### src/hw/vco_cfg_pkg.sv
// Purpose: Shared constants for the auxiliary port, manual VCO and
//          output divider configuration bank.
// Assumes: Registers are reached over Avalon-MM, 32-bit data.
// Notes:   Register byte address is four times the register index.
//
// How it works
// Mode bit picks serial port or static outputs
// Three static values drive the three pins
// Level bit selects 1.8 V or 3.3 V high
// Enable pin edge triggers phase sync
// Route field sends status to one pin
// Disabled-chip field sets pin drive behaviour
// Preset bit enables manual tune-voltage preset
// Manual bit hands tuning to bits 8..0
// Sub-band and capacitor fields under manual tuning
// Auto-scale bit scales charge pump current
// Divide code: mute, fundamental, even ratios
// Odd codes round down, above 62 clamp
// Gain codes give 0/3/6/9 dB below maximum
// Divider stage gain max or 3 dB down
// Five-bit select picks the routed status
// Software keeps reserved fields at reset values

package vco_cfg_pkg;

  // ---------------------------------------------------------------
  // Register map
  // ---------------------------------------------------------------
  localparam int REG_W = 24;
  localparam int ADDR_W = 8;
  localparam logic [7:0] AUX_PORT_IDX = 8'h14;
  localparam logic [7:0] MANUAL_VCO_IDX = 8'h15;
  localparam logic [7:0] OUT_DIV_IDX = 8'h16;
  localparam logic [7:0] STATUS_SEL_IDX = 8'h1F;
  localparam logic [7:0] BLOCK_STATUS_IDX = 8'h20;
  localparam logic [23:0] AUX_PORT_RST = 24'h000220;
  localparam logic [23:0] MANUAL_VCO_RST = 24'h0F48A0;
  localparam logic [23:0] OUT_DIV_RST = 24'h0006C1;
  localparam logic [4:0] STATUS_SEL_RST = 5'h01;

  // ---------------------------------------------------------------
  // Field positions
  // ---------------------------------------------------------------
  localparam int AUX_MODE_BIT = 0;
  localparam int AUX_VAL_LSB = 1;
  localparam int AUX_LEVEL_BIT = 4;
  localparam int AUX_SYNC_BIT = 9;
  localparam int AUX_ROUTE_LSB = 10;
  localparam int AUX_DIS_LSB = 12;
  localparam int VCO_PRESET_BIT = 0;
  localparam int VCO_CAP_LSB = 1;
  localparam int VCO_BAND_LSB = 6;
  localparam int VCO_MANUAL_BIT = 9;
  localparam int VCO_CPSCALE_BIT = 16;
  localparam int DIV_CODE_LSB = 0;
  localparam int GAIN1_LSB = 6;
  localparam int GAIN2_LSB = 8;
  localparam int DIV_GAIN_BIT = 10;

  // ---------------------------------------------------------------
  // Codes
  // ---------------------------------------------------------------
  localparam logic [5:0] DIV_MUTE = 6'h00;
  localparam logic [5:0] DIV_FUND = 6'h01;
  localparam logic [5:0] DIV_MAX = 6'h3E;
  localparam logic [3:0] GAIN_STEP_DB = 4'h3;
  localparam logic [1:0] GAIN_MAX_CODE = 2'h3;
  localparam logic [1:0] RESP_OKAY = 2'h0;
  localparam logic [1:0] RESP_SLVERR = 2'h2;

  typedef enum logic [1:0] {
    DIS_HIZ = 2'b00,
    DIS_HOLD = 2'b01,
    DIS_HIGH = 2'b10,
    DIS_LOW = 2'b11
  } disabled_pins_t;

  typedef enum logic {
    BUS_IDLE = 1'b0,
    BUS_ANSWER = 1'b1
  } bus_state_t;

  typedef enum logic [2:0] {
    SEL_AUX = 3'b000,
    SEL_VCO = 3'b001,
    SEL_DIV = 3'b010,
    SEL_STSEL = 3'b011,
    SEL_STAT = 3'b100,
    SEL_NONE = 3'b111
  } reg_sel_t;

endpackage : vco_cfg_pkg

### src/hw/divide_ratio_decode.sv
// Purpose: Turn the raw output divide code into the ratio applied.
// Assumes: Code is the six-bit field of the divider register.
// Notes:   Purely combinational; the caller registers the results.
`timescale 1ns/1ps
`default_nettype none

module divide_ratio_decode (
  input wire logic [5:0] code,
  output logic [5:0] ratio,
  output logic mute,
  output logic fundamental
);

  // ---------------------------------------------------------------
  // Ratio decode
  // ---------------------------------------------------------------
  // Odd codes above 1 lose their low bit, so 3 runs as 2 and 61 as 60.
  always_comb begin
    mute = (code == vco_cfg_pkg::DIV_MUTE);
    fundamental = (code == vco_cfg_pkg::DIV_FUND);
    if (code > vco_cfg_pkg::DIV_MAX) begin
      ratio = vco_cfg_pkg::DIV_MAX;
    end else if (code <= vco_cfg_pkg::DIV_FUND) begin
      ratio = code;
    end else begin
      ratio = {code[5:1], 1'b0};
    end
  end

endmodule : divide_ratio_decode

`default_nettype wire

### src/hw/pll_aux_vco_divider_config.sv
// Purpose: Configuration bank for the auxiliary pins, manual VCO
//          overrides and the output divider with its gains.
// Assumes: All inputs but RSTN are synchronous to CLK_SYS.
// Notes:   Every access costs one wait cycle on the Avalon port.
`timescale 1ns/1ps
`default_nettype none

module pll_aux_vco_divider_config #(
  parameter int SOURCE_COUNT = 32
) (
  input wire logic CLK_SYS,
  input wire logic RSTN,
  input wire logic [7:0] AVS_ADDRESS,
  input wire logic AVS_READ,
  input wire logic AVS_WRITE,
  input wire logic [31:0] AVS_WRITEDATA,
  input wire logic [3:0] AVS_BYTEENABLE,
  output logic [31:0] AVS_READDATA,
  output logic [1:0] AVS_RESPONSE,
  output logic AVS_WAITREQUEST,
  input wire logic CHIP_EN,
  input wire logic EXACT_FREQ_MODE,
  input wire logic [SOURCE_COUNT-1:0] STATUS_SOURCES,
  input wire logic [2:0] AUX_SERIAL_OUT,
  input wire logic [2:0] AUX_SERIAL_OE,
  input wire logic AUTO_VTUNE_PRESET,
  input wire logic [2:0] AUTO_SUBBAND,
  input wire logic [4:0] AUTO_CAP_SETTING,
  output logic [2:0] AUX_OUT,
  output logic [2:0] AUX_OE,
  output logic AUX_PIN_LEVEL_SELECT,
  output logic PHASE_SYNC_TRIGGER,
  output logic GENERAL_STATUS_OUTPUT,
  output logic VCO_MANUAL_EN,
  output logic VTUNE_PRESET_EN,
  output logic [2:0] VCO_SUBBAND,
  output logic [4:0] VCO_CAP_SETTING,
  output logic CHARGE_PUMP_AUTOSCALE,
  output logic [5:0] DIVIDE_RATIO,
  output logic RF_MUTE,
  output logic FUNDAMENTAL_FREQUENCY,
  output logic [3:0] FIRST_RF_OUTPUT_ATTEN_DB,
  output logic [3:0] SECOND_RF_OUTPUT_ATTEN_DB,
  output logic [3:0] DIVIDER_STAGE_ATTEN_DB
);

  // ---------------------------------------------------------------
  // Helper functions
  // ---------------------------------------------------------------

  // Maps a byte address onto a register; shared by read and write.
  function automatic vco_cfg_pkg::reg_sel_t decode(
    input logic [7:0] addr
  );
    vco_cfg_pkg::reg_sel_t sel;
    sel = vco_cfg_pkg::SEL_NONE;
    if (addr[1:0] == 2'h0) begin
      unique case (addr[7:2])
        vco_cfg_pkg::AUX_PORT_IDX[5:0]: sel = vco_cfg_pkg::SEL_AUX;
        vco_cfg_pkg::MANUAL_VCO_IDX[5:0]: sel = vco_cfg_pkg::SEL_VCO;
        vco_cfg_pkg::OUT_DIV_IDX[5:0]: sel = vco_cfg_pkg::SEL_DIV;
        vco_cfg_pkg::STATUS_SEL_IDX[5:0]: sel = vco_cfg_pkg::SEL_STSEL;
        vco_cfg_pkg::BLOCK_STATUS_IDX[5:0]: sel = vco_cfg_pkg::SEL_STAT;
        default: sel = vco_cfg_pkg::SEL_NONE;
      endcase
    end
    return sel;
  endfunction : decode

  // Merges write data into a 24-bit register, one byte lane at a
  // time; lane 3 has no storage and is dropped.
  function automatic logic [23:0] merge(
    input logic [23:0] old,
    input logic [31:0] wdata,
    input logic [3:0] be
  );
    logic [23:0] result;
    result = old;
    for (int i = 0; i < 3; i++) begin
      if (be[i]) begin
        result[i*8 +: 8] = wdata[i*8 +: 8];
      end
    end
    return result;
  endfunction : merge

  // Gain code to attenuation below maximum, in 3 dB steps.
  function automatic logic [3:0] atten_db(input logic [1:0] code);
    logic [1:0] steps;
    steps = vco_cfg_pkg::GAIN_MAX_CODE - code;
    return 4'(steps * vco_cfg_pkg::GAIN_STEP_DB);
  endfunction : atten_db

  // ---------------------------------------------------------------
  // Declarations
  // ---------------------------------------------------------------
  vco_cfg_pkg::bus_state_t state_reg;
  vco_cfg_pkg::reg_sel_t sel;
  logic [23:0] aux_reg;
  logic [23:0] vco_reg;
  logic [23:0] div_reg;
  logic [4:0] status_sel_reg;
  logic [31:0] readdata_reg;
  logic [1:0] response_reg;
  logic [31:0] read_next;
  logic write_now;
  logic chip_en_prev_reg;
  logic status_reg;
  logic [2:0] aux_out_reg;
  logic [2:0] aux_oe_reg;
  logic [2:0] aux_out_next;
  logic [2:0] aux_oe_next;
  logic [2:0] route_mask;
  logic [5:0] ratio_dec;
  logic mute_dec;
  logic fund_dec;
  logic [5:0] ratio_reg;
  logic mute_reg;
  logic fund_reg;
  logic level_reg;
  logic sync_reg;
  logic manual_reg;
  logic preset_reg;
  logic [2:0] band_reg;
  logic [4:0] cap_reg;
  logic cpscale_reg;
  logic [3:0] atten1_reg;
  logic [3:0] atten2_reg;
  logic [3:0] atten_div_reg;
  vco_cfg_pkg::disabled_pins_t dis_mode;
  logic [1:0] route_code;

  // ---------------------------------------------------------------
  // Avalon-MM slave
  // ---------------------------------------------------------------

  // Each request is held off for exactly one cycle. The answer is
  // prepared in that cycle so read data come straight from a flop.
  assign sel = decode(AVS_ADDRESS);
  assign AVS_WAITREQUEST = (AVS_READ | AVS_WRITE) &
                           (state_reg == vco_cfg_pkg::BUS_IDLE);
  assign write_now = AVS_WRITE & (state_reg == vco_cfg_pkg::BUS_ANSWER);
  assign AVS_READDATA = readdata_reg;
  assign AVS_RESPONSE = response_reg;

  // The slave walks IDLE to ANSWER and back for every request.
  always_ff @(posedge CLK_SYS or negedge RSTN) begin
    if (!RSTN) begin
      state_reg <= vco_cfg_pkg::BUS_IDLE;
    end else begin
      unique case (state_reg)
        vco_cfg_pkg::BUS_IDLE: begin
          if (AVS_READ | AVS_WRITE) begin
            state_reg <= vco_cfg_pkg::BUS_ANSWER;
          end
        end
        vco_cfg_pkg::BUS_ANSWER: begin
          state_reg <= vco_cfg_pkg::BUS_IDLE;
        end
      endcase
    end
  end

  // Read mux; narrower registers sit in the low bits, rest is zero.
  always_comb begin
    read_next = 32'h00000000;
    unique case (sel)
      vco_cfg_pkg::SEL_AUX: read_next = {8'h00, aux_reg};
      vco_cfg_pkg::SEL_VCO: read_next = {8'h00, vco_reg};
      vco_cfg_pkg::SEL_DIV: read_next = {8'h00, div_reg};
      vco_cfg_pkg::SEL_STSEL: read_next = {27'h0000000, status_sel_reg};
      vco_cfg_pkg::SEL_STAT: read_next = {22'h000000, CHIP_EN,
                                          status_reg, fund_reg,
                                          mute_reg, ratio_reg};
      default: read_next = 32'h00000000;
    endcase
  end

  // Answer is latched on the waiting cycle and stands through the
  // answer cycle. Unmapped addresses answer SLVERR.
  always_ff @(posedge CLK_SYS or negedge RSTN) begin
    if (!RSTN) begin
      readdata_reg <= 32'h00000000;
      response_reg <= vco_cfg_pkg::RESP_OKAY;
    end else if (state_reg == vco_cfg_pkg::BUS_IDLE &&
                 (AVS_READ | AVS_WRITE)) begin
      readdata_reg <= AVS_READ ? read_next : 32'h00000000;
      response_reg <= (sel == vco_cfg_pkg::SEL_NONE) ?
                      vco_cfg_pkg::RESP_SLVERR : vco_cfg_pkg::RESP_OKAY;
    end
  end

  // ---------------------------------------------------------------
  // Configuration registers
  // ---------------------------------------------------------------

  // Reserved bits store whatever is written, so software that keeps
  // them at their reset values sees them unchanged on read-back.
  always_ff @(posedge CLK_SYS or negedge RSTN) begin
    if (!RSTN) begin
      aux_reg <= vco_cfg_pkg::AUX_PORT_RST;
      vco_reg <= vco_cfg_pkg::MANUAL_VCO_RST;
      div_reg <= vco_cfg_pkg::OUT_DIV_RST;
      status_sel_reg <= vco_cfg_pkg::STATUS_SEL_RST;
    end else if (write_now) begin
      if (sel == vco_cfg_pkg::SEL_AUX) begin
        aux_reg <= merge(aux_reg, AVS_WRITEDATA, AVS_BYTEENABLE);
      end
      if (sel == vco_cfg_pkg::SEL_VCO) begin
        vco_reg <= merge(vco_reg, AVS_WRITEDATA, AVS_BYTEENABLE);
      end
      if (sel == vco_cfg_pkg::SEL_DIV) begin
        div_reg <= merge(div_reg, AVS_WRITEDATA, AVS_BYTEENABLE);
      end
      if (sel == vco_cfg_pkg::SEL_STSEL && AVS_BYTEENABLE[0]) begin
        status_sel_reg <= AVS_WRITEDATA[4:0];
      end
    end
  end

  // ---------------------------------------------------------------
  // Routed status and phase sync
  // ---------------------------------------------------------------

  // Select values beyond the source count read as low.
  always_ff @(posedge CLK_SYS or negedge RSTN) begin
    if (!RSTN) begin
      status_reg <= 1'b0;
    end else if (32'(status_sel_reg) < SOURCE_COUNT) begin
      status_reg <= STATUS_SOURCES[status_sel_reg];
    end else begin
      status_reg <= 1'b0;
    end
  end

  // A rising edge on the enable pin fires one sync pulse, but only
  // in exact frequency mode; elsewhere the phase is not defined.
  always_ff @(posedge CLK_SYS or negedge RSTN) begin
    if (!RSTN) begin
      chip_en_prev_reg <= 1'b0;
      sync_reg <= 1'b0;
    end else begin
      chip_en_prev_reg <= CHIP_EN;
      sync_reg <= aux_reg[vco_cfg_pkg::AUX_SYNC_BIT] & EXACT_FREQ_MODE &
                  CHIP_EN & ~chip_en_prev_reg;
    end
  end

  // ---------------------------------------------------------------
  // Auxiliary pins
  // ---------------------------------------------------------------
  assign route_code = aux_reg[vco_cfg_pkg::AUX_ROUTE_LSB +: 2];
  assign dis_mode = vco_cfg_pkg::disabled_pins_t'(
                      aux_reg[vco_cfg_pkg::AUX_DIS_LSB +: 2]);

  // One-hot mask of the pin that carries the routed status.
  generate
    for (genvar p = 0; p < 3; p++) begin : g_route
      assign route_mask[p] = (route_code == 2'(p + 1));
    end
  endgenerate

  // Pin drive: serial engine or static values, the routed status on
  // top, and the disabled-chip policy over everything.
  always_comb begin
    if (aux_reg[vco_cfg_pkg::AUX_MODE_BIT]) begin
      aux_out_next = AUX_SERIAL_OUT;
      aux_oe_next = AUX_SERIAL_OE;
    end else begin
      aux_out_next = aux_reg[vco_cfg_pkg::AUX_VAL_LSB +: 3];
      aux_oe_next = 3'h7;
    end
    aux_out_next = (aux_out_next & ~route_mask) |
                   ({3{status_reg}} & route_mask);
    aux_oe_next = aux_oe_next | route_mask;
    if (!CHIP_EN) begin
      unique case (dis_mode)
        vco_cfg_pkg::DIS_HIZ: begin
          aux_out_next = 3'h0;
          aux_oe_next = 3'h0;
        end
        vco_cfg_pkg::DIS_HOLD: begin
          aux_out_next = aux_out_reg;
          aux_oe_next = aux_oe_reg;
        end
        vco_cfg_pkg::DIS_HIGH: begin
          aux_out_next = 3'h7;
          aux_oe_next = 3'h7;
        end
        vco_cfg_pkg::DIS_LOW: begin
          aux_out_next = 3'h0;
          aux_oe_next = 3'h7;
        end
      endcase
    end
  end

  // Pins change one cycle after their cause, two after a routed status source, never glitching.
  always_ff @(posedge CLK_SYS or negedge RSTN) begin
    if (!RSTN) begin
      aux_out_reg <= 3'h0;
      aux_oe_reg <= 3'h0;
      level_reg <= 1'b0;
    end else begin
      aux_out_reg <= aux_out_next;
      aux_oe_reg <= aux_oe_next;
      level_reg <= aux_reg[vco_cfg_pkg::AUX_LEVEL_BIT];
    end
  end

  // ---------------------------------------------------------------
  // Manual VCO overrides
  // ---------------------------------------------------------------

  // With manual tuning off, bits 8..0 are ignored entirely and the
  // calibration machine's values pass through unchanged.
  always_ff @(posedge CLK_SYS or negedge RSTN) begin
    if (!RSTN) begin
      manual_reg <= 1'b0;
      preset_reg <= 1'b0;
      band_reg <= 3'h0;
      cap_reg <= 5'h00;
      cpscale_reg <= 1'b0;
    end else begin
      manual_reg <= vco_reg[vco_cfg_pkg::VCO_MANUAL_BIT];
      cpscale_reg <= vco_reg[vco_cfg_pkg::VCO_CPSCALE_BIT];
      if (vco_reg[vco_cfg_pkg::VCO_MANUAL_BIT]) begin
        preset_reg <= vco_reg[vco_cfg_pkg::VCO_PRESET_BIT];
        band_reg <= vco_reg[vco_cfg_pkg::VCO_BAND_LSB +: 3];
        cap_reg <= vco_reg[vco_cfg_pkg::VCO_CAP_LSB +: 5];
      end else begin
        preset_reg <= AUTO_VTUNE_PRESET;
        band_reg <= AUTO_SUBBAND;
        cap_reg <= AUTO_CAP_SETTING;
      end
    end
  end

  // ---------------------------------------------------------------
  // Output divider and gains
  // ---------------------------------------------------------------
  divide_ratio_decode u_divide (
    .code(div_reg[vco_cfg_pkg::DIV_CODE_LSB +: 6]),
    .ratio(ratio_dec),
    .mute(mute_dec),
    .fundamental(fund_dec)
  );

  // Decoded ratio and attenuations are registered for clean outputs.
  always_ff @(posedge CLK_SYS or negedge RSTN) begin
    if (!RSTN) begin
      ratio_reg <= 6'h00;
      mute_reg <= 1'b0;
      fund_reg <= 1'b0;
      atten1_reg <= 4'h0;
      atten2_reg <= 4'h0;
      atten_div_reg <= 4'h0;
    end else begin
      ratio_reg <= ratio_dec;
      mute_reg <= mute_dec;
      fund_reg <= fund_dec;
      atten1_reg <= atten_db(div_reg[vco_cfg_pkg::GAIN1_LSB +: 2]);
      atten2_reg <= atten_db(div_reg[vco_cfg_pkg::GAIN2_LSB +: 2]);
      atten_div_reg <= div_reg[vco_cfg_pkg::DIV_GAIN_BIT] ?
                       4'h0 : vco_cfg_pkg::GAIN_STEP_DB;
    end
  end

  // ---------------------------------------------------------------
  // Outputs
  // ---------------------------------------------------------------
  assign AUX_OUT = aux_out_reg;
  assign AUX_OE = aux_oe_reg;
  assign AUX_PIN_LEVEL_SELECT = level_reg;
  assign PHASE_SYNC_TRIGGER = sync_reg;
  assign GENERAL_STATUS_OUTPUT = status_reg;
  assign VCO_MANUAL_EN = manual_reg;
  assign VTUNE_PRESET_EN = preset_reg;
  assign VCO_SUBBAND = band_reg;
  assign VCO_CAP_SETTING = cap_reg;
  assign CHARGE_PUMP_AUTOSCALE = cpscale_reg;
  assign DIVIDE_RATIO = ratio_reg;
  assign RF_MUTE = mute_reg;
  assign FUNDAMENTAL_FREQUENCY = fund_reg;
  assign FIRST_RF_OUTPUT_ATTEN_DB = atten1_reg;
  assign SECOND_RF_OUTPUT_ATTEN_DB = atten2_reg;
  assign DIVIDER_STAGE_ATTEN_DB = atten_div_reg;

endmodule : pll_aux_vco_divider_config

`default_nettype wire

### config.mk
export PLATFORM = sky130hd
export DESIGN_NAME = pll_aux_vco_divider_config
export DESIGN_NICKNAME = d
export VERILOG_FILES = /design/src/hw/vco_cfg_pkg.sv /design/src/hw/divide_ratio_decode.sv /design/src/hw/pll_aux_vco_divider_config.sv
export SDC_FILE = /design/constraint.sdc
export NUM_CORES = 1
export LEC_CHECK = 0
export BUFFER_PORTS_ARGS = -buffer_cell sky130_fd_sc_hd__clkbuf_2
export CAP_MARGIN = 0
export CORE_UTILIZATION = 48
export DETAILED_ROUTE_END_ITERATION = 10
export PLACE_DENSITY_LB_ADDON = 0.08
export SLEW_MARGIN = 15
export SYNTH_ARGS = -nofsm -noshare
export SYNTH_HDL_FRONTEND = slang
export SYNTH_SLANG_ARGS = --single-unit
### constraint.sdc
create_clock -name CLK_SYS -period 1.55 [get_ports CLK_SYS]
set_input_delay 0.31 -clock CLK_SYS [delete_from_list [all_inputs] [get_ports CLK_SYS]]
set_output_delay 0.31 -clock CLK_SYS [all_outputs]
set_load 0.02 [all_outputs]
### After elaboration in Yosys (flattened, before gate mapping)

Index checks and enable logic that the tools add are counted.

| operators by class | value |
|---|---|
| mux-type cells | 21 |
| bitwise operators | 13 |
| magnitude comparators | 3 |
| eq/ne operators | 18 |
| $add $sub $neg | 2 |
| reduce and logical (&&, ||, !) cells | 18 |
| multipliers | 2 |

Operators by type and width:

| kind | number |
|---|---|
| $pmux W24 S5 | 1 |
| $mux W32 | 1 |
| $reduce_and A3 Y1 | 9 |
| $eq A6 B5 Y1 const B | 4 |
| $mux W3 | 6 |
| $pmux W3 S5 | 1 |
| $pmux W3 S2 | 2 |
| $eq A2 B2 Y1 const B | 4 |
| $mul A2 B2 Y4 const B | 2 |
| $and A3 B3 Y3 | 2 |
| $eq A3 B2 Y1 const B | 2 |
| $eq A3 B3 Y1 const B | 2 |
| $eq A6 B1 Y1 const B | 1 |
| $eq A6 B6 Y1 const B | 1 |
| $gt A6 B6 Y1 const B | 1 |
| $le A6 B1 Y1 const B | 1 |
| $logic_not A6 Y1 | 1 |
| $lt A5 B6 Y1 const B | 1 |
| $mux W6 | 1 |
| $or A3 B3 Y3 | 2 |
| $and A1 B1 Y1 | 5 |
| $bmux W1 S5 | 1 |
| $mux W5 | 1 |
| $eq A2 B1 Y1 const B | 2 |
| 14 further kinds | 23 |

| storage, ports and cells | value |
|---|---|
| output and inout bits | 75 |
| bits in registers | 151 |

### Depth between registers and ports, before layout

Gate-level depths: netlist of run 1.

| logic depth | value |
|---|---|
| word-level depth | 6 |
| gate-level depth with buffers | 8 |
| depth with buffers taken out | 6 |

### Hierarchy

Synthesis of run 1 repeated with hierarchy kept, for this count alone.

| unflattened totals | value |
|---|---|
| cells, all modules | 517 |
| area, all modules | 6,359.8 µm² |

By module, submodules not included:

| module | cells each | area an instance (µm²) | times used |
|---|---|---|---|
| pll_aux_vco_divider_config | 507 | 6,306.0 | 1 |
| divide_ratio_decode | 10 | 53.8 | 1 |

### Worst setup path after synthesis of run 1

Ideal clock, no wire load.

| timing | value |
|---|---|
| path kind | input to register |
| start | in AVS_ADDRESS[1] |
| end | reg aux_reg[0] |
| setup time | 0.125 ns |
| slack | -0.385 ns |
| data arrival time | 1.810 ns |
| buffers on the path | 2 |
| cell stages on the path | 6 |
| path through | or3_4 or3_1 buf_2 or2_1 buf_6 mux2_4 |

| between the ends | value |
|---|---|
| cells in the longest elaborated chain, start to end | 4 |

Ends and longest elaborated chain:

| what | line | RTL |
|---|---|---|
| start: declaration | pll_aux_vco_divider_config.sv:13 | `input wire logic [7:0] AVS_ADDRESS,` |
| $logic_not A2 Y1 | pll_aux_vco_divider_config.sv:57 | `if (addr[1:0] == 2'h0) begin` |
| $mux W3 | pll_aux_vco_divider_config.sv:57 |  |
| $logic_not A3 Y1 | pll_aux_vco_divider_config.sv:206 | `if (sel == vco_cfg_pkg::SEL_AUX) begin` |
| $reduce_and A3 Y1 (no source line) | - |  |
| end signal: assignment | pll_aux_vco_divider_config.sv:201 | `aux_reg <= vco_cfg_pkg::AUX_PORT_RST;` |
| end signal: assignment | pll_aux_vco_divider_config.sv:207 | `aux_reg <= merge(aux_reg, AVS_WRITEDATA, AVS_BYTEENABLE);` |
| end: declaration | pll_aux_vco_divider_config.sv:99 | `logic [23:0] aux_reg;` |

No other way between the ends.
A chain may end at the register's enable or synchronous reset.

### Final worst setup path of run 1

| timing | value |
|---|---|
| start | in AVS_ADDRESS[1] |
| end | reg aux_reg[22] |

Same word-level chain as after synthesis.

==> reports/summary.txt, run 1 <==
worst hold margin -> 0.127 ns
Via density -> 5.34
Max-Cap Viols -> 0
final setup fails -> 6
port bufs -> 151
status -> complete, but fails checks
CP Class -> in -> reg
Residual DRC -> 0
Setup crit start kind -> input pin
share of cells above drive strength 1 -> 0.516
Primary FF master, synth -> dfrtp_1
Worst slew margin -> 0.560
io pins -> 172
Tightest Hold Check Type -> in -> reg
Leakage -> 4.18 nW
post-route ant nets -> 0
largest net degree at the start of global routing -> 35
Seq/Total Area, Yosys -> 0.556
antenna violations before repair -> 0
vias in the first global route -> 4963
CP Depth -> 7
Critical Path Fanout Max -> 8
Finished Core Util -> 0.678
Nets -> 810
Arrival @ worst endpoint -> 1.85 ns
Die Height -> 117 µm
Post-synth EDFFs -> 0
period utilization -> 1.01
skew final -> 0.00814 ns
critical path's top delay family -> simple AND/OR/NAND/NOR gates
drt total wl -> 15.9 mm
peak supply drop -> 772 µV
H-tree levels -> 4
CP max stage delay -> 0.38 ns
FF+latch count, synth -> 141
CTS tree -> yes
Layout Cells excl Fill -> 891
Clock Latency Late Sink -> 0.41 ns
Cell Pwr Density -> 966 nW/µm²
grt total ovfl -> 0
via count -> 4762
Setup WS pre-CTS -> -0.507 ns
count of different cell masters after synthesis -> 46
critical path required time -> 1.84 ns
Core Area -> 12800 µm²
Area Overhead vs Synth -> 35.7%
Reg2Reg Depth -> 6
Netlist Area Pre-Place -> 6380 µm²
Post-DP Area -> 7890 µm²
Die ar. -> 13800 µm²
Synth warnings -> 0
Hold Vio Cnt, Final -> 0
Overall Power -> 8.37 mW
commonest non-fill, non-tap cell in the layout -> clkbuf_2
drt pass-1 iters -> 4
Die X-Extent -> 117 µm
fmax -> 641 MHz
TritonCTS Sinks -> 141
Root Buffer -> clkbuf_16
initial core utilization -> 0.500
first-pass GRT wire length -> 26.2 mm
DPL Wire Length -> 11.5 mm
Avg WL per Cell -> 17.8 µm
final instance area -> 8660 µm²
routability cong. -> 0.851
CP endpoint kind -> flip-flop
RSZ-0062 raised after global routing -> yes
Tot GR Track Use -> 0.246
asr flop ratio synth -> 1.00
Syn Area/Cell -> 12.8 µm²
n_diodes -> 0
iteration-0 DRC count of the detailed router -> 361
crit-path cells -> buf_6 -> or3_4 -> or3_4 -> buf_6 -> nor2_4 -> buf_12 -> mux2_4
Slew Limit Fails -> 0
slowest CP cell -> or3_4
Max Root-Sink Buffers -> 2
failing checks -> negative setup slack
Final WS setup -> -0.00964 ns
filler cell count -> 961
Worst Tran Pin Value -> 0.660 ns
Post-Synthesis Cells -> 497
commonest non-fill, non-tap cells in the layout -> 148 x clkbuf_2, 125 x dfrtp_1, 57 x mux2_2, 48 x buf_4, 38 x mux2i_1
Reg clk slew, reported paths -> 0.06 ns
cts bufs inserted -> 17
Rows -> 41
WP buf/inv -> 3
Tmin final -> 1.56 ns
worst hold path depth -> 2
placed insts -> 854
setup TNS -> -0.0265 ns
metal layers:
metal / GRT usage / wire, µm
met5: 0 / 0
met4: 0.0893 / 208
met3: 0.0516 / 965
met2: 0.383 / 7490
met1: 0.338 / 7210
cells by family (layout without fill, tap and decap cells):
group / after synthesis / after routing / share of synthesized area
mux: 124 / 124 / 0.216
simple gates: 79 / 79 / 0.0643
buf+inv: 50 / 262 / 0.0394
compound gates: 95 / 95 / 0.110
flops: 141 / 141 / 0.556
other cells: 1 / 11 / 0.000587
fa+ha+maj: 7 / 7 / 0.0137
Yosys cell counts (all sizes together) (2+ instances only):
cell,instances,area (µm²)
nand4,2,12.5
nand3b,2,15.0
nand2,16,60.1
dfrtp,125,3130
nor2,26,103
nor3b,3,27.5
buf,21,143
a211oi,9,67.6
nor2b,5,31.3
and2,4,25.0
clkbuf,18,67.6
o32a,2,20.0
a22o,18,158
mux2i,38,380
ha,7,87.6
o22ai,5,31.3
inv,11,41.3
a21oi,20,100
or3,2,17.5
dfstp,16,420
mux2,86,998
o221ai,5,43.8
a22oi,16,120
nand3,4,20.0
o2bb2ai,14,123
and3,4,25.0
o21ai,2,10.0
nor3,5,25.0
cell type report:
class | count | area [µm²] | share of cell area
clock buffers | 26 | 489 | 0.0565
inverters | 11 | 41.3 | 0.00477
clock inverters | 6 | 61.3 | 0.00708
flip-flops and latches | 141 | 3550 | 0.410
multi-input cells | 316 | 2840 | 0.328
well taps | 172 | 215 | 0.0248
repair buffers | 219 | 1470 | 0.169
worst register-to-register path, delay by kind of cell, from the launching register on:
family | cells | cell delay, ns
flip-flops | 1 | 0.61
AO/OA/AOI/OAI | 3 | 0.41
multiplexers | 1 | 0.18
buffers and inverters | 1 | 0.14
AND/OR/NAND/NOR | 1 | 0.09
report_power, final:
part           internal [mW]  switching, mW  leakage [nW]
registers               3.78         0.0597          1.83
clock network           2.33           1.43         0.268
logic                  0.333          0.443          2.08
total                   6.44           1.93          4.18
path summary, 6_finish.rpt:
check                           slack (ns)                           from                              end
max in group asynchronous             0.57                           RSTN           div_reg[0]$_DFFE_PN1P_
min in group asynchronous             0.36                           RSTN         VCO_SUBBAND[0]$_DFF_PN0_
worst min-delay path                  0.13            AUTO_CAP_SETTING[3]     VCO_CAP_SETTING[3]$_DFF_PN0_
worst min register to register        0.41        vco_reg[16]$_DFFE_PN1P_  CHARGE_PUMP_AUTOSCALE$_DFF_PN0_
worst max register to register           0  status_sel_reg[0]$_DFFE_PN1P_  GENERAL_STATUS_OUTPUT$_DFF_PN0_
worst max-delay path                 -0.01                 AVS_ADDRESS[1]          aux_reg[22]$_DFFE_PN0P_
timing repair:
action                                  4_1_cts  5_1_grt
endpoints found under the setup margin       28       68
hold buffers                                  1        0
buffers inserted                              1        3
resized for setup                            26       19
gates cloned                                  0        0
pin swaps                                     3        9
hold endpoints to repair                     23        0
Power figures use the tool's default switching activity.
==> run 2, diff against run 1 <==
Settings changed: PLACE_DENSITY_LB_ADDON 0.08 to 0.25, TNS_END_PERCENT set to 5.
==> reports/summary.txt, run 2 (synthesized netlist as in run 1, its figures left out) <==
TritonCTS Sinks -> 141
Tightest Hold Check Type -> in -> reg
Reg2Reg Depth -> 5
Die ar. -> 13800 µm²
Die X-Extent -> 117 µm
Tmin final -> 1.63 ns
Tot GR Track Use -> 0.242
Clock Latency Late Sink -> 0.42 ns
Max-Cap Viols -> 0
Area Overhead vs Synth -> 31.4%
final instance area -> 8390 µm²
Reg clk slew, reported paths -> 0.06 ns
Setup crit start kind -> flip-flop
critical path required time -> 1.83 ns
status -> complete, but fails checks
Post-DP Area -> 7670 µm²
Hold Vio Cnt, Final -> 0
drt pass-1 iters -> 4
fmax -> 615 MHz
post-route ant nets -> 0
Rows -> 41
Die Height -> 117 µm
Min-Delay Endpoint -> VCO_CAP_SETTING[2]$_DFF_PN0_
RSZ-0062 raised after global routing -> yes
antenna violations before repair -> 0
period utilization -> 1.05
Critical Path Fanout Max -> 11
Nets -> 796
H-tree levels -> 4
grt total ovfl -> 0
largest net degree at the start of global routing -> 36
Root Buffer -> clkbuf_16
reg-to-reg critical path endpoint -> GENERAL_STATUS_OUTPUT$_DFF_PN0_
Worst Tran Pin Value -> 0.520 ns
Cell Pwr Density -> 1000 nW/µm²
Slew Limit Fails -> 0
CTS tree -> yes
Leakage -> 4.08 nW
peak supply drop -> 723 µV
io pins -> 172
reg-to-reg setup timing slack -> -0.08 ns
drt total wl -> 15.9 mm
placed insts -> 844
CP endpoint kind -> flip-flop
CP startpoint -> status_sel_reg[0]$_DFFE_PN1P_
commonest non-fill, non-tap cell in the layout -> clkbuf_2
cts bufs inserted -> 17
final setup fails -> 4
hold path startpoint -> AUTO_CAP_SETTING[2]
DPL Wire Length -> 11.7 mm
share of cells above drive strength 1 -> 0.501
Residual DRC -> 0
n_diodes -> 0
Final WS setup -> -0.0761 ns
iteration-0 DRC count of the detailed router -> 402
Max Root-Sink Buffers -> 2
Arrival @ worst endpoint -> 1.90 ns
worst hold path depth -> 2
skew final -> 0.00650 ns
Post-CTS Setup Inserts -> 0
commonest non-fill, non-tap cells in the layout -> 149 x clkbuf_2, 125 x dfrtp_1, 73 x mux2_2, 40 x buf_4, 37 x mux2i_1
port bufs -> 151
Avg WL per Cell -> 18.2 µm
routability cong. -> 0.841
Via density -> 5.45
vias in the first global route -> 4915
failing checks -> negative setup slack
via count -> 4776
initial core utilization -> 0.500
RR Startpoint -> status_sel_reg[0]$_DFFE_PN1P_
Core Area -> 12800 µm²
first-pass GRT wire length -> 25.8 mm
Worst slew margin -> 0.654
Layout Cells excl Fill -> 877
CP Class -> reg -> reg
==> run 2: what timing repair did <==
action | 4_1_cts | 5_1_grt
hold endpoints to repair | 24 | 0
resized for setup | 13 | 22
setup endpoints to repair | 26 | 44
pin swaps | 3 | 4
hold buffers | 1 | 0
==> run 2: power breakdown <==
group	switching [mW]	total (mW)	internal, mW	leakage [nW]
clock	1.50	3.82	2.32	0.272
combinational	0.440	0.756	0.316	1.97
sequential	0.0600	3.84	3.78	1.83
total	2.00	8.42	6.41	4.08
==> run 2: worst max path at each step <==
stage,end,slack (ns)
after floorplan,aux_reg[0]$_DFFE_PN0P_,-0.38
after global placement,aux_reg[3]$_DFFE_PN0P_,-0.50
after detailed placement,aux_reg[7]$_DFFE_PN0P_,-0.53
after CTS,GENERAL_STATUS_OUTPUT$_DFF_PN0_,-0.1
after global routing,GENERAL_STATUS_OUTPUT$_DFF_PN0_,-0.13
final,GENERAL_STATUS_OUTPUT$_DFF_PN0_,-0.08
==> run 2: final cells by class <==
type	instances	area, µm²
fillers	971	4390
flip-flops and latches	141	3550
multi-input cells	316	2730
repair buffers	205	1290
clock buffers	22	474
well taps	172	215
clock inverters	10	90.1
inverters	11	41.3
==> run 2: through the flow <==
step | setup TNS, ns | hold slack [ns] | worst slack (ns) | utilization | power, mW
after floorplan | -20.84 | 0.0144 | -0.381 | - | 4.22
after global placement | -26.89 | 0.219 | -0.496 | 0.600 | 4.60
after detailed placement | -29.93 | 0.220 | -0.529 | 0.600 | 4.62
after CTS | -0.107 | 0.118 | -0.0989 | 0.649 | 8.45
after global routing | -0.649 | 0.113 | -0.131 | 0.657 | 8.71
final | -0.102 | 0.121 | -0.0761 | 0.657 | 8.42
==> run 2: critical path, cell delays in order (launching register included) <==
cell,delay [ns]
dfstp_2,0.60
buf_12,0.17
mux2i_4,0.26
a2111oi_4,0.10
a22oi_2,0.22
nand3_2,0.14
==> run 2: metal layers <==
layer,vias up,GRT usage,routed length (µm)
li1,2194,-,-
met3,23,0.0632,1030
met2,202,0.402,7950
met4,0,0.0885,318
met5,-,0,0
met1,2357,0.305,6640
==> run 3, diff against run 2 <==
Settings changed: ABC_AREA set to 1.
==> reports/summary.txt, run 3 <==
iteration-0 DRC count of the detailed router -> 343
asr flop ratio synth -> 1.00
Max Root-Sink Buffers -> 2
RSZ-0062 raised after global routing -> yes
H-tree levels -> 4
largest family of logic cells by synthesized area -> simple AND/OR/NAND/NOR gates
Tot GR Track Use -> 0.238
commonest non-fill, non-tap cell in the layout -> nand2_1
Rows -> 42
Adder-Cell Fraction of Synth Area -> 0.0132
Slew Limit Fails -> 0
Reg clk slew, reported paths -> 0.06 ns
Layout Cells excl Fill -> 1159
reg-to-reg setup timing slack -> 0.0002 ns
RR Startpoint -> status_sel_reg[0]$_DFFE_PN1P_
Die X-Extent -> 120 µm
CP Class -> reg -> reg
Hold Vio Cnt, Final -> 0
Tightest Hold Check Type -> in -> reg
Min-Delay Endpoint -> VCO_SUBBAND[2]$_DFF_PN0_
count of different cell masters after synthesis -> 33
Synth area leader -> dfrtp_1
grt total ovfl -> 0
port bufs -> 151
DPL Wire Length -> 11.7 mm
Die Height -> 120 µm
drt pass-1 iters -> 4
Root Buffer -> clkbuf_16
Nets -> 1074
Core Area -> 13300 µm²
placed insts -> 1122
via count -> 5795
most common cell in the netlist -> nand2_1
worst hold margin -> 0.0925 ns
CTS tree -> yes
main area contributors after synthesis -> dfrtp_1 47%, nand2_1 14%, dfstp_2 6.3%
Reg2Reg Depth -> 8
FF+latch count, synth -> 141
Max-Cap Viols -> 0
Avg WL per Cell -> 13.9 µm
period utilization -> 1.00
Clock Latency Late Sink -> 0.41 ns
Cell Pwr Density -> 993 nW/µm²
Post-synth EDFFs -> 0
Synth Area in XOR/XNOR -> 0
Via density -> 5.00
status -> finished, final reports clean
Tmin final -> 1.55 ns
routability cong. -> 0.824
fmax -> 645 MHz
Setup WS pre-CTS -> -0.256 ns
multiplexer share of the synthesized area -> 0
cts bufs inserted -> 17
hold path startpoint -> AUTO_SUBBAND[2]
antenna violations before repair -> 0
vias in the first global route -> 5463
Area Overhead vs Synth -> 26.8%
Primary FF master, synth -> dfrtp_1
Arrival @ worst endpoint -> 1.85 ns
skew final -> 0.00623 ns
drt total wl -> 16.1 mm
Die ar. -> 14300 µm²
TritonCTS Sinks -> 141
final setup fails -> 0
initial core utilization -> 0.497
Leakage -> 4.33 nW
io pins -> 172
critical path required time -> 1.85 ns
Critical Path Fanout Max -> 8
Synth top area share -> 0.472
Syn Area/Cell -> 8.35 µm²
compound-gate portion of the synthesized area -> 0.115
post-route ant nets -> 0
Netlist Area Pre-Place -> 6630 µm²
CP endpoint kind -> flip-flop
reg-to-reg critical path endpoint -> GENERAL_STATUS_OUTPUT$_DFF_PN0_
Synth warnings -> 0
top post-synthesis cells by count -> 254 x nand2_1, 125 x dfrtp_1, 75 x inv_1
peak supply drop -> 741 µV
commonest non-fill, non-tap cells in the layout -> 253 x nand2_1, 149 x clkbuf_2, 125 x dfrtp_1, 74 x inv_1, 56 x o21ai_1
Post-Synthesis Cells -> 794
share of cells above drive strength 1 -> 0.291
worst hold path depth -> 3
Setup crit start kind -> flip-flop
Seq/Total Area, Yosys -> 0.535
Finished Core Util -> 0.630
Final WS setup -> 0.000203 ns
n_diodes -> 0
CP startpoint -> status_sel_reg[0]$_DFFE_PN1P_
Residual DRC -> 0
first-pass GRT wire length -> 26.5 mm
post-synthesis simple-gate area fraction -> 0.252
largest net degree at the start of global routing -> 43
==> run 3: cell count changes after synthesis, moves of 38 or more <==
| cell | change |
|---|---|
| o21ai_0 | +54 |
| o21ai_1 | +49 |
| nand2_1 | +238 |
| nand3_1 | +38 |
| mux2i_1 | -38 |
| inv_1 | +64 |
| mux2_2 | -78 |
==> run 3: cells by family (layout without fill, tap and decap cells) <==
family | after synthesis | in the layout
AND/OR/NAND/NOR | 389 | 389
flip-flops | 141 | 141
AO/OA/AOI/OAI | 135 | 135
buffers and inverters | 121 | 300
adder cells (fa/ha/maj) | 7 | 7
other | 1 | 11
==> run 3: stage by stage <==
step / total power [mW] / setup TNS, ns / instance area, µm²
finish: 8.34 / 0 / 8410
CTS: 8.37 / 0 / 8310
floorplan: 4.39 / -0.182 / 6670
global placement: 4.77 / -15.70 / 7770
global route: 8.68 / -0.0939 / 8410
detailed placement: 4.78 / -19.32 / 7770
==> run 3: how the worst max path moves through the flow <==
stage               slack, ns                               to  cells past startpoint
finish                 0.0002  GENERAL_STATUS_OUTPUT$_DFF_PN0_                      8
global route            -0.08  GENERAL_STATUS_OUTPUT$_DFF_PN0_                      8
CTS                      0.03  GENERAL_STATUS_OUTPUT$_DFF_PN0_                      8
detailed placement      -0.26          vco_reg[12]$_DFFE_PN0P_                     11
global placement        -0.21          div_reg[14]$_DFFE_PN0P_                     11
floorplan               -0.04          aux_reg[12]$_DFFE_PN0P_                     11
==> run 3: per-layer routing <==
| layer | wire length [µm] | part of all wire | track usage | vias to the layer above |
|---|---|---|---|---|
| li1 | - | - | - | 2861 |
| met1 | 7460 | 0.46 | 0.328 | 2674 |
| met2 | 7170 | 0.45 | 0.362 | 227 |
| met3 | 1090 | 0.068 | 0.0613 | 33 |
| met4 | 369 | 0.023 | 0.0898 | 0 |
| met5 | 0 | 0 | 0 | - |
==> run 3: where the power goes <==
| part | internal (mW) | switching [mW] | total (mW) |
|---|---|---|---|
| Sequential | 3.83 | 0.100 | 3.93 |
| Clock | 2.04 | 1.55 | 3.60 |
| Combinational | 0.297 | 0.517 | 0.814 |
==> run 3: layout make-up <==
cell class | instances | area (µm²)
Clock inverter | 13 | 96.3
Clock buffer | 19 | 433
Inverter | 80 | 309
Sequential cell | 141 | 3550
Multi-Input combinational cell | 542 | 2610
Timing Repair Buffer | 188 | 1190
Tap cell | 176 | 220
Fill cell | 1196 | 4940
==> run 3: worst max-delay path, stage by stage, from the launching register on <==
cell and delay (ns):
dfstp_2 0.56, clkinvlp_4 0.12, buf_12 0.15, buf_4 0.13
nor2_4 0.07, o221ai_2 0.09, nand3_1 0.09, nand2_1 0.06
o21a_1 0.16
==> run 3: timing repair <==
action / CTS / global route
gates resized for setup: 1 / 23
hold buffers: 1 / 0
hold endpoints to repair: 18 / 0
setup buffers: 0 / 4
pin swaps: 0 / 5
endpoints found under the setup margin: 1 / 5
